`src/common/cdc_regs.vh`:
```
// Register indices, reset values, field codes and bus addresses of the CD decoder control bank.
`ifndef CDC_REGS_VH
`define CDC_REGS_VH

// Register indices as written by the controller; the bus byte address is four times the index.
`define CDC_IDX_DAO 4'hA
`define CDC_IDX_SPEED 4'hB
`define CDC_IDX_PIN 4'hC
`define CDC_IDX_AUX 4'hD
`define CDC_IDX_MOTOR 4'hE
`define CDC_IDX_SUB 4'hF
`define CDC_IDX_FIRST 4'hA
`define CDC_NUM_REGS 6

// Power-on values of each register.
`define CDC_RST_DAO 4'h2
`define CDC_RST_SPEED 4'h0
`define CDC_RST_PIN 4'h2
`define CDC_RST_AUX 4'hF
`define CDC_RST_MOTOR 4'h4
`define CDC_RST_SUB 4'h0

// Bus map of the extra registers and the shadow readback window.
`define CDC_ADDR_ESCAPE 8'h40
`define CDC_ADDR_STATUS 8'h44
`define CDC_SHADOW_BIT 7
`define CDC_MAIN_LIMIT 8'h40

// Field codes.
`define CDC_SPD_STOP 3'h0
`define CDC_SPD_PAUSE 3'h2
`define CDC_SPD_OPER 3'h3
`define CDC_V4_MOTOR 4'h0
`define CDC_PINSEL_SIG 2'h1
`define CDC_PINSEL_LOW 2'h2
`define CDC_PINSEL_HIGH 2'h3
`define CDC_BANK_MAIN 2'h0

// Bus responses.
`define CDC_RESP_OKAY 2'h0
`define CDC_RESP_SLVERR 2'h2

`endif

```
`src/hdl/cdc_ctrl_regs.v`:
```
// CD decoder control register bank behind an AXI4-Lite slave, with pin steering.
//
// Summary of operation
// - speed register selects standby, operation and speed.
// - pattern X1X1 switches digital audio off, low.
// - versatile register picks off-track source, kill, pin three.
// - clear bit zero uses internal off-track; pin readable.
// - bit three picks soft or hard mute at single speed.
// - second register sets pin four function.
// - top bits set pin five, de-emphasis filter.
// - motor register sets braking, lock, features, quad.
// - bank 00 decodes main; subcode enable, format.
// - bank 01 sends later writes to bank one.
// - bank 10 sends later writes to bank two.
// - bank 11 sends later writes to bank three.
// - power-on reset loads each documented initial value.
`timescale 1ns/1ns
`include "cdc_regs.vh"
module cdc_ctrl_regs
(
  // Clock and reset.
  input wire CLK,
  input wire ARST_N,
  // AXI4-Lite write address and data.
  input wire AWVALID,
  output reg AWREADY,
  input wire [7:0] AWADDR,
  input wire [2:0] AWPROT,
  input wire WVALID,
  output reg WREADY,
  input wire [31:0] WDATA,
  input wire [3:0] WSTRB,
  // AXI4-Lite write response.
  output reg BVALID,
  input wire BREADY,
  output reg [1:0] BRESP,
  // AXI4-Lite read address and data.
  input wire ARVALID,
  output reg ARREADY,
  input wire [7:0] ARADDR,
  input wire [2:0] ARPROT,
  output reg RVALID,
  input wire RREADY,
  output reg [31:0] RDATA,
  output reg [1:0] RRESP,
  // Signals from the decoder core and pins.
  input wire AUX1_IN,
  input wire OFFTRACK_INT,
  input wire DAO_DATA_IN,
  input wire QW_SUBCODE_IN,
  input wire DEEMPH_IN,
  input wire MOTOR_A_IN,
  input wire MOTOR_B_IN,
  // Digital audio output.
  output reg DAO_OUT,
  output reg DAO_FLAGS_EN,
  // Speed and standby state.
  output reg STOP_STANDBY,
  output reg PAUSE_STANDBY,
  output reg OPERATING,
  output reg DOUBLE_SPEED,
  output reg QUAD_SPEED,
  // Off-track, kill and mute.
  output reg OFFTRACK_OUT,
  output reg MONO_KILL,
  output reg HARD_MUTE,
  // Versatile pins.
  output reg AUX3_OUT,
  output reg AUX4_OUT,
  output reg AUX5_OUT,
  output reg MOTOR4_EN,
  output reg INT_DEEMPH_EN,
  // Motor and features.
  output reg BRAKE_6PCT,
  output reg LOCK_TO_DISC,
  output reg AUDIO_FEAT_EN,
  // Subcode and bank.
  output reg SUBCODE_EN,
  output reg SUBCODE_3WIRE,
  output reg [1:0] BANK_SEL
);

  // Read sequencer states.
  localparam [2:0] RD_IDLE = 3'b001;
  localparam [2:0] RD_WAIT = 3'b010;
  localparam [2:0] RD_RESP = 3'b100;

  // Reset value of the register at a given slot.
  function [3:0] reset_val;
    input integer slot;
    begin
      case (slot)
        0: reset_val = `CDC_RST_DAO;
        1: reset_val = `CDC_RST_SPEED;
        2: reset_val = `CDC_RST_PIN;
        3: reset_val = `CDC_RST_AUX;
        4: reset_val = `CDC_RST_MOTOR;
        default: reset_val = `CDC_RST_SUB;
      endcase
    end
  endfunction

  // Pin level for a two-bit select: signal, forced low or forced high.
  function pin_drive;
    input [1:0] sel;
    input sig;
    input hold;
    begin
      if (sel == `CDC_PINSEL_SIG)
        pin_drive = sig;
      else if (sel == `CDC_PINSEL_LOW)
        pin_drive = 1'b0;
      else if (sel == `CDC_PINSEL_HIGH)
        pin_drive = 1'b1;
      else
        pin_drive = hold;
    end
  endfunction

  reg aw_got_reg;
  reg w_got_reg;
  reg [7:0] aw_addr_reg;
  reg [3:0] w_data_reg;
  reg w_lane_reg;
  reg [2:0] rd_state_reg;
  reg [7:0] ar_addr_reg;
  reg [1:0] bank_reg;
  wire [23:0] main_bus;
  wire aw_take = AWVALID & AWREADY;
  wire w_take = WVALID & WREADY;
  wire aw_now = aw_got_reg | aw_take;
  wire w_now = w_got_reg | w_take;
  wire [7:0] wr_addr = aw_got_reg ? aw_addr_reg : AWADDR;
  wire [3:0] wr_nib = w_got_reg ? w_data_reg : WDATA[3:0];
  wire wr_lane = w_got_reg ? w_lane_reg : WSTRB[0];
  wire wr_fire = aw_now & w_now & ~BVALID;
  wire wr_word = (wr_addr[1:0] == 2'h0);
  wire wr_main = wr_word & (wr_addr < `CDC_MAIN_LIMIT);
  wire wr_escape = (wr_addr == `CDC_ADDR_ESCAPE);
  wire [3:0] wr_idx = wr_addr[5:2];
  wire wr_ok = wr_main | wr_escape;
  wire wr_in_shadow = wr_fire & wr_main & wr_lane & (bank_reg != `CDC_BANK_MAIN);
  wire wr_in_main = wr_fire & wr_main & wr_lane & (bank_reg == `CDC_BANK_MAIN);
  wire [3:0] mem_rd_data;

  // Address and data are taken in either order; both are held until the write fires.
  always @(posedge CLK or negedge ARST_N)
  begin
    if (!ARST_N)
    begin
      aw_got_reg <= 1'b0;
      w_got_reg <= 1'b0;
      aw_addr_reg <= 8'h00;
      w_data_reg <= 4'h0;
      w_lane_reg <= 1'b0;
      AWREADY <= 1'b0;
      WREADY <= 1'b0;
      BVALID <= 1'b0;
      BRESP <= `CDC_RESP_OKAY;
    end
    else
    begin
      if (wr_fire)
      begin
        aw_got_reg <= 1'b0;
        w_got_reg <= 1'b0;
        BVALID <= 1'b1;
        BRESP <= wr_ok ? `CDC_RESP_OKAY : `CDC_RESP_SLVERR;
        AWREADY <= 1'b0;
        WREADY <= 1'b0;
      end
      else
      begin
        if (aw_take)
        begin
          aw_got_reg <= 1'b1;
          aw_addr_reg <= AWADDR;
        end
        if (w_take)
        begin
          w_got_reg <= 1'b1;
          w_data_reg <= WDATA[3:0];
          w_lane_reg <= WSTRB[0];
        end
        if (BVALID & BREADY)
          BVALID <= 1'b0;
        // Ready stays low while a response is pending, so one write at a time.
        AWREADY <= ~aw_now & ~(BVALID & ~BREADY);
        WREADY <= ~w_now & ~(BVALID & ~BREADY);
      end
    end
  end

  // Main decoder registers; a write replaces the whole nibble, don't-care bits too.
  genvar gi;
  generate
    for (gi = 0; gi < `CDC_NUM_REGS; gi = gi + 1)
    begin : g_main
      reg [3:0] val_reg;
      always @(posedge CLK or negedge ARST_N)
      begin
        if (!ARST_N)
          val_reg <= reset_val(gi);
        else if (wr_in_main && (wr_idx == `CDC_IDX_FIRST + gi))
          val_reg <= wr_nib;
      end
      assign main_bus[4 * gi + 3:4 * gi] = val_reg;
    end
  endgenerate

  wire [3:0] dao_reg = main_bus[3:0];
  wire [3:0] speed_reg = main_bus[7:4];
  wire [3:0] pin_reg = main_bus[11:8];
  wire [3:0] aux_reg = main_bus[15:12];
  wire [3:0] motor_reg = main_bus[19:16];
  wire [3:0] sub_reg = main_bus[23:20];

  // Bank selection follows the subcode register; the escape address returns to the main bank.
  // Without the escape, software could never leave a shadow bank, since every later
  // address goes to that bank.
  always @(posedge CLK or negedge ARST_N)
  begin
    if (!ARST_N)
      bank_reg <= `CDC_BANK_MAIN;
    else if (wr_fire & wr_escape)
      bank_reg <= `CDC_BANK_MAIN;
    else if (wr_in_main && (wr_idx == `CDC_IDX_SUB))
      bank_reg <= wr_nib[1:0];
  end

  // Shadow storage, addressed by bank and index; bank 01, 10 and 11 each own sixteen words.
  cdc_shadow_mem u_shadow
  (
    .clk(CLK),
    .wr_en(wr_in_shadow),
    .wr_addr({bank_reg, wr_idx}),
    .wr_data(wr_nib),
    .rd_addr({bank_reg, ARADDR[5:2]}), // Looked up at the take edge.
    .rd_data(mem_rd_data)
  );

  // Reads take two cycles so shadow data can leave the memory's output register.
  always @(posedge CLK or negedge ARST_N)
  begin
    if (!ARST_N)
    begin
      rd_state_reg <= RD_IDLE;
      ar_addr_reg <= 8'h00;
      ARREADY <= 1'b0;
      RVALID <= 1'b0;
      RDATA <= 32'h00000000;
      RRESP <= `CDC_RESP_OKAY;
    end
    else
    begin
      case (rd_state_reg)
        RD_IDLE:
        begin
          ARREADY <= ~(ARVALID & ARREADY);
          if (ARVALID & ARREADY)
          begin
            ar_addr_reg <= ARADDR;
            rd_state_reg <= RD_WAIT;
          end
        end
        RD_WAIT:
        begin
          RVALID <= 1'b1;
          rd_state_reg <= RD_RESP;
          RDATA <= 32'h00000000;
          RRESP <= `CDC_RESP_OKAY;
          // Main registers are write-only and read as zero.
          if (ar_addr_reg[1:0] != 2'h0)
            RRESP <= `CDC_RESP_SLVERR;
          else if (ar_addr_reg == `CDC_ADDR_STATUS)
            RDATA[7:0] <= {OPERATING, PAUSE_STANDBY, STOP_STANDBY, ~DAO_FLAGS_EN | DAO_OUT,
                           OFFTRACK_OUT, AUX1_IN, bank_reg};
          else if (ar_addr_reg[`CDC_SHADOW_BIT])
          begin
            if (bank_reg != `CDC_BANK_MAIN)
              RDATA[3:0] <= mem_rd_data;
          end
          else if (!((ar_addr_reg < `CDC_MAIN_LIMIT) || (ar_addr_reg == `CDC_ADDR_ESCAPE)))
            RRESP <= `CDC_RESP_SLVERR;
        end
        RD_RESP:
        begin
          if (RREADY)
          begin
            RVALID <= 1'b0;
            ARREADY <= 1'b1;
            rd_state_reg <= RD_IDLE;
          end
        end
        default:
        begin
          rd_state_reg <= RD_IDLE;
        end
      endcase
    end
  end

  reg stop_next;
  reg pause_next;
  reg oper_next;
  reg aux4_next;
  reg aux5_next;

  // Decode of standby mode and of the fourth and fifth versatile pins.
  always @*
  begin
    stop_next = 1'b0;
    pause_next = 1'b0;
    oper_next = 1'b0;
    // Undocumented low codes fall back to stop standby, the safest motor state.
    if (speed_reg[2:0] == `CDC_SPD_PAUSE)
      pause_next = 1'b1;
    else if (speed_reg[2:0] == `CDC_SPD_OPER)
      oper_next = 1'b1;
    else
      stop_next = 1'b1;
    if (aux_reg == `CDC_V4_MOTOR)
    begin
      aux4_next = MOTOR_A_IN;
      aux5_next = MOTOR_B_IN;
    end
    else
    begin
      aux4_next = pin_drive(aux_reg[1:0], QW_SUBCODE_IN, AUX4_OUT);
      aux5_next = pin_drive(aux_reg[3:2], DEEMPH_IN, AUX5_OUT);
    end
  end

  // All control outputs are registered copies of the decoded fields.
  always @(posedge CLK or negedge ARST_N)
  begin
    if (!ARST_N)
    begin
      DAO_OUT <= 1'b0;
      DAO_FLAGS_EN <= 1'b0;
      STOP_STANDBY <= 1'b1;
      PAUSE_STANDBY <= 1'b0;
      OPERATING <= 1'b0;
      DOUBLE_SPEED <= 1'b0;
      QUAD_SPEED <= 1'b0;
      OFFTRACK_OUT <= 1'b0;
      MONO_KILL <= 1'b1;
      HARD_MUTE <= 1'b0;
      AUX3_OUT <= 1'b0;
      AUX4_OUT <= 1'b1;
      AUX5_OUT <= 1'b1;
      MOTOR4_EN <= 1'b0;
      INT_DEEMPH_EN <= 1'b1;
      BRAKE_6PCT <= 1'b0;
      LOCK_TO_DISC <= 1'b0;
      AUDIO_FEAT_EN <= 1'b1;
      SUBCODE_EN <= 1'b0;
      SUBCODE_3WIRE <= 1'b0;
      BANK_SEL <= `CDC_BANK_MAIN;
    end
    else
    begin
      DAO_OUT <= DAO_DATA_IN & ~(dao_reg[2] & dao_reg[0]);
      DAO_FLAGS_EN <= dao_reg[3];
      STOP_STANDBY <= stop_next;
      PAUSE_STANDBY <= pause_next;
      OPERATING <= oper_next;
      DOUBLE_SPEED <= speed_reg[3] & ~motor_reg[3];
      QUAD_SPEED <= motor_reg[3];
      OFFTRACK_OUT <= pin_reg[0] ? AUX1_IN : OFFTRACK_INT;
      MONO_KILL <= pin_reg[1];
      // Soft mute only works at single speed, so faster modes force hard mute.
      HARD_MUTE <= pin_reg[3] | speed_reg[3] | motor_reg[3];
      AUX3_OUT <= pin_reg[2];
      AUX4_OUT <= aux4_next;
      AUX5_OUT <= aux5_next;
      MOTOR4_EN <= (aux_reg == `CDC_V4_MOTOR);
      INT_DEEMPH_EN <= ~((aux_reg[3:2] == `CDC_PINSEL_SIG) & (aux_reg != `CDC_V4_MOTOR));
      BRAKE_6PCT <= motor_reg[0];
      LOCK_TO_DISC <= motor_reg[1];
      AUDIO_FEAT_EN <= motor_reg[2];
      SUBCODE_EN <= sub_reg[2];
      SUBCODE_3WIRE <= sub_reg[3];
      BANK_SEL <= bank_reg;
    end
  end

endmodule

```
`src/hdl/cdc_shadow_mem.v`:
```
// Shadow register storage: four banks of sixteen nibbles with a registered read port.
`timescale 1ns/1ns
module cdc_shadow_mem
(
  // Clock.
  input wire clk,
  // Write port.
  input wire wr_en,
  input wire [5:0] wr_addr,
  input wire [3:0] wr_data,
  // Read port.
  input wire [5:0] rd_addr,
  output reg [3:0] rd_data
);

  reg [3:0] mem [0:63];

  // No reset on the array so it maps onto plain RAM; reads of unwritten words are undefined.
  always @(posedge clk)
  begin
    if (wr_en)
    begin
      mem[wr_addr] <= wr_data;
    end
    rd_data <= mem[rd_addr];
  end

endmodule

```
`config.mk`:
```
export PLATFORM = sky130hd
export DESIGN_NAME = cdc_ctrl_regs
export DESIGN_NICKNAME = d
export VERILOG_FILES = /design/src/hdl/cdc_ctrl_regs.v /design/src/hdl/cdc_shadow_mem.v
export VERILOG_INCLUDE_DIRS = /design/src /design/src/common
export SDC_FILE = /design/constraint.sdc
export NUM_CORES = 1
export LEC_CHECK = 0
export ABC_AREA = 1
export BUFFER_PORTS_ARGS = -buffer_cell sky130_fd_sc_hd__buf_2
export CAP_MARGIN = 20
export CELL_PAD_IN_SITES_DETAIL_PLACEMENT = 0
export CELL_PAD_IN_SITES_GLOBAL_PLACEMENT = 2
export CORE_MARGIN = 5
export CORE_UTILIZATION = 35
export CTS_BUF_LIST = sky130_fd_sc_hd__clkbuf_4 sky130_fd_sc_hd__clkbuf_8 sky130_fd_sc_hd__clkbuf_16
export DETAILED_ROUTE_END_ITERATION = 8
export GPL_TIMING_DRIVEN = 0
export HOLD_SLACK_MARGIN = 0.1
export MAX_ROUTING_LAYER = met4
export PLACE_DENSITY = 0.84
export SYNTH_ARGS = -nofsm -noshare
export SYNTH_HDL_FRONTEND = slang
export SYNTH_SLANG_ARGS = --single-unit
```
`constraint.sdc`:
```
create_clock -name CLK -period 5.35 [get_ports CLK]
set_clock_uncertainty 0.15 [all_clocks]
set_input_delay 1.07 -clock CLK [delete_from_list [all_inputs] [get_ports CLK]]
set_output_delay 1.07 -clock CLK [all_outputs]
set_load 0.05 [all_outputs]
```
# After elaboration in Yosys (flattened, before gate mapping)
# Memory sizes are Yosys's and may differ from the RTL's. A register that Yosys moved wholly into a read port is not among the register bits.
# Index checks and enable logic that the tools add are counted.
# totals
regBits	91
inputBits	72
mem_count	1
mem_bits_rw	256
out_inout_bits	63
# mem_list
name	words	width	rd	rd_clocked_by_memory_dff	wr	line	text
u_shadow.mem	64	4	1	1	1	cdc_shadow_mem.v:16	reg [3:0] mem [0:63];
# classes
eq_ne	22
n_reduce_logical	27
order_cmp	2
bitwise	36
mux	46
# ops
op	count
$mux W1	27
$eq A4 B4 Y1 const B	6
$eq A8 B7 Y1 const B	3
$mux W4	5
$and A1 B1 Y1	19
$lt A8 B7 Y1 const B	2
$mux W8	2
$reduce_bool A2 Y1	8
$mux W2	7
$reduce_and A2 Y1	6
$reduce_bool A4 Y1	3
$not A1 Y1	11
$eq A3 B2 Y1 const B	3
$pmux W3 S3	1
$eq A2 B2 Y1 const B	4
$logic_and A1 B1 Y1	6
$mux W3	2
$or A1 B1 Y1	6
$eq A2 B1 Y1 const B	2
$logic_not A2 Y1	2
$logic_not A4 Y1	1
$ne A2 B2 Y1 const B	2
$pmux W1 S2	2
$eq A3 B1 Y1 const B	1
other kinds (2)	2

# Depth between registers and ports, before layout
# depth
depth_word	10
mapped_depth	13
depth_no_buf	11

# By module
# A second synthesis with hierarchy kept.
# hier_totals
cells_unflattened	1375
hier_area_um2	14679.1
# modules_own_cells
module	cells_per_inst	instances	area_per_inst_um2
cdc_shadow_mem	948	1	10881.7
cdc_ctrl_regs	427	1	3797.4

# Least setup slack after synthesis
# Ideal clock, no wire load.
# synth_path
kind	in2reg
startpoint	input port WDATA[0]
endpoint	memory u_shadow.mem[0][0] (data pin)
stages	2
slack_ns	0.694
arrival_ns	3.775
setup_ns	0.731
cell_sequence	inv_1 o21ai_0
# synth_via
elab_chain_len	1
# synth_lines
element	line	text
start: declaration	cdc_ctrl_regs.v:31	input wire [31:0] WDATA,
$mux W4	cdc_ctrl_regs.v:134	wire [3:0] wr_nib = w_got_reg ? w_data_reg : WDATA[3:0];
via u_shadow.wr_data[0]	cdc_shadow_mem.v:10	input wire [3:0] wr_data,
end: declaration	cdc_shadow_mem.v:16	
# The timed path passes the listed nets, and every way through them passes these cells.

==> flow_summary.ini <==
[critical_path]
critical_path_peak_fanout = 10
timing.critical_path.to = u_shadow.rd_data[1]
worstSetupEndpointType = flip-flop
worst_path_max_delay_cell = clkbuf_1
timing.critical_path.cells = buf_2, inv_1, clkbuf_1, clkbuf_1, nand2_1, nand3_1, nand3_1, nand3_1, nand2_1, nand2_1, nand2_1, inv_1, nand2_1
timing.rr.start = w_got_reg
crit-reg2reg-capture = u_shadow.mem[47][1]
cpMostUsedCell = nand2_1
cp-startpoint = ARADDR[2]
critical_path_class = in2reg
regToRegSetupSlack_ns = 2.40
critical_path_cell_count = 13
cp-start-kind = primary input
critical_path_arrival_ns = 3.24
critPathTopFamily = buffers and inverters
slowest_cell_delay_on_critical_path_ns = 0.59
r2r_cells = 8
critical_path.n_buffers_inverters = 5
critical_path_data_required_time_ns = 5.60

[cts]
cts_htree_levels = 2
clk_transition_reported_paths_ns = 0.06
post_cts_resized = 0
ctsRootBufferMaster = clkbuf_16
worst_skew_pair.late_latency_ns = 0.53
holdBufCountCts = 0
cts.sink_count = 346
cts_tree = done
cts_max_path_buffers = 3
tritoncts_buffers = 39
post_cts_buffers = 0

[power]
share_clk_of_total_power = 0.342
seq_power_share = 0.456
power.density_nw_per_um2 = 431.3
comb_power_share = 0.202
power.static_leakage_nw = 7.916
netSwitchingPower_mw = 2.318
power.total_mw = 7.693
netSwitchingFraction = 0.3013
vdd_drop_max_mv = 0.2682
internal_power_mw = 5.375

[yosys]
synth_async_sr_flop_share = 0.2486
synth-seq-cells = 346
post_synth_main_area_contributors = edfxtp_1 (51%), nand2_1 (13%), dfrtp_1 (12%)
synth_top_cell_area_share = 0.5129
synth.largest_area_cell = edfxtp_1
ys_types = 33
yosysWarnings = 0
dominantRegCellSynth = edfxtp_1
synth_enable_flop_cells = 256
postSynthAreaPerCell_sq_um = 9.791
synth.cells.most_frequent = nand2_1 (533), edfxtp_1 (256), inv_1 (191)
synthMostInstantiatedCell = nand2_1
synth-seq-area-share = 0.6629
syn-cell-area_sq_um = 14990
number_of_instances_in_the_synthesized_netlist = 1531

[run_status]
status = completed

[die]
die-height_um = 216.9
floorplan.initialDensity = 0.3558
floorplan.die_area_sq_um = 47070
pin_count = 135
rows = 75
core_region_area_sq_um = 42130
die_width_um = 216.9

[sta]
slew_at_the_pin_closest_to_its_max_slew_limit_ns = 0.9617
final_min_period_over_clock_period = 0.5589
finalSetupViolCount = 0
timing.final.hold_violations = 0
finalHoldWorstSlack_ns = 0.2128
max_clock_freq_mhz = 334.4
minimum_clock_period_after_layout_ns = 2.990
grt_setup_unrepaired = no
worst_slack_ns = 2.360
slew_headroom = 0.3564
setup-tns-final_ns = 0
timing_max_transition_violations_final = 0

[drt]
detailroute.via_count = 10630
drtIter0Drc = 868
routed_wirelength_mm = 40.12
detail_route.drc_violations = 0
post_drt_wl_per_cell_um = 17.40
route.detailed.vias_per_inst = 4.610
postRouteAntennaNets = 0
drtPass1Iterations = 5

[layout]
finish.net_count = 1809
diodes = 0
area_delta_synth_final_pct = 19.01
largest_reg_flops = 256
n_fill_cell = 4122
final_layout_size_suffix_gt1_frac = 0.1302
stdcell_area_sq_um = 17840

[global_route]
number_of_antenna_violations_at_the_first_check_in_global_routing = 0
first_pass_grt_wire_length_mm = 61.30
grt_usage = 0.1755
grt_pass1_vias = 10355
grt_start_max_net_pins = 55
grt.overflow.total = 0

[place]
detailed_place_hpwl_mm = 28.09
portBuffers = 68
placed_area_sq_um = 16570
pre_cts_ws_ns = 1.884
gpl_congestion = 0.8537

[run]
cap_violations = 0

[worst_hold_path]
timing.hold.worst.class = reg2reg
## kinds of logic (layout without fill, tap and decap cells)
kind of cell           count (synthesis)  count (layout)  share of synthesized area
other                                  1              90                  0.0002502
AOI/OAI and AO/OA                     86              86                    0.03080
and+or+nand+nor                      817             817                     0.2269
buffers and inverters                281             428                    0.07922
DFF                                  346             346                     0.6629
## power by group through the flow
stage / Combinational, mW / Clock, mW / Sequential [mW]
after floorplan: 0.790 / 0 / 3.76
after global placement: 1.44 / 0 / 3.67
after detailed placement: 1.58 / 0 / 3.57
after CTS: 1.58 / 2.70 / 3.51
after global routing: 1.72 / 2.82 / 3.54
final: 1.55 / 2.63 / 3.51
## cells in the final DEF, fill, tap and decap left out, types with 5 or more instances in the layout
cell	count
clkbuf_4	10
nor2_2	7
nand2_1	533
nor3_1	6
conb_1	90
o21ai_1	18
o21ai_0	45
clkinv_2	9
dfrtp_1	73
buf_12	5
buf_1	9
clkbuf_16	41
o21ai_2	5
nand3_1	174
edfxtp_1	256
clkinv_1	8
dfstp_2	13
a21oi_1	8
buf_2	83
clkbuf_1	31
nor2_1	82
inv_1	191
buf_4	27
## through the flow
| step | utilization | cells |
|---|---|---|
| 2_1_floorplan | - | 1620 |
| 3_3_place_gp | 0.3878 | 2227 |
| 3_5_place_dp | 0.3932 | 2235 |
| 4_1_cts | 0.4234 | 2306 |
| 5_1_grt | 0.4234 | 2306 |
| 6_report | 0.4234 | 2306 |
## routing by layer
layer,GRT usage,share of wire,vias up
li1,-,-,5241
met1,0.2413,0.45,5060
met2,0.2802,0.47,273
met3,0.02418,0.059,56
met4,0.04192,0.020,0
met5,-,0,-
## final cells by class
| cell class | count | area, sq um | area share |
|---|---|---|---|
| inverter | 197 | 739.5 | 0.04145 |
| sequential | 346 | 9936 | 0.5570 |
| clock inverter | 17 | 127.6 | 0.007154 |
| timing repair buffer | 76 | 525.5 | 0.02946 |
| buffer | 84 | 447.9 | 0.02511 |
| clock buffer | 54 | 1142 | 0.06404 |
| tap | 539 | 674.4 | 0.03781 |
| multi-input combinational | 993 | 4245 | 0.2380 |
## worst min-delay path by stage
stage	from	endpoint	slack [ns]	cells past startpoint
6_report	g_main[4].val_reg[2]	AUDIO_FEAT_EN	0.21	0
3_5_place_dp	g_main[4].val_reg[2]	AUDIO_FEAT_EN	0.21	0
3_3_place_gp	g_main[2].val_reg[1]	MONO_KILL	0.21	0
4_1_cts	g_main[4].val_reg[2]	AUDIO_FEAT_EN	0.22	0
2_1_floorplan	g_main[2].val_reg[2]	AUX3_OUT	0.20	0
5_1_grt	g_main[4].val_reg[2]	AUDIO_FEAT_EN	0.22	0
(Power assumes the default switching activity.)
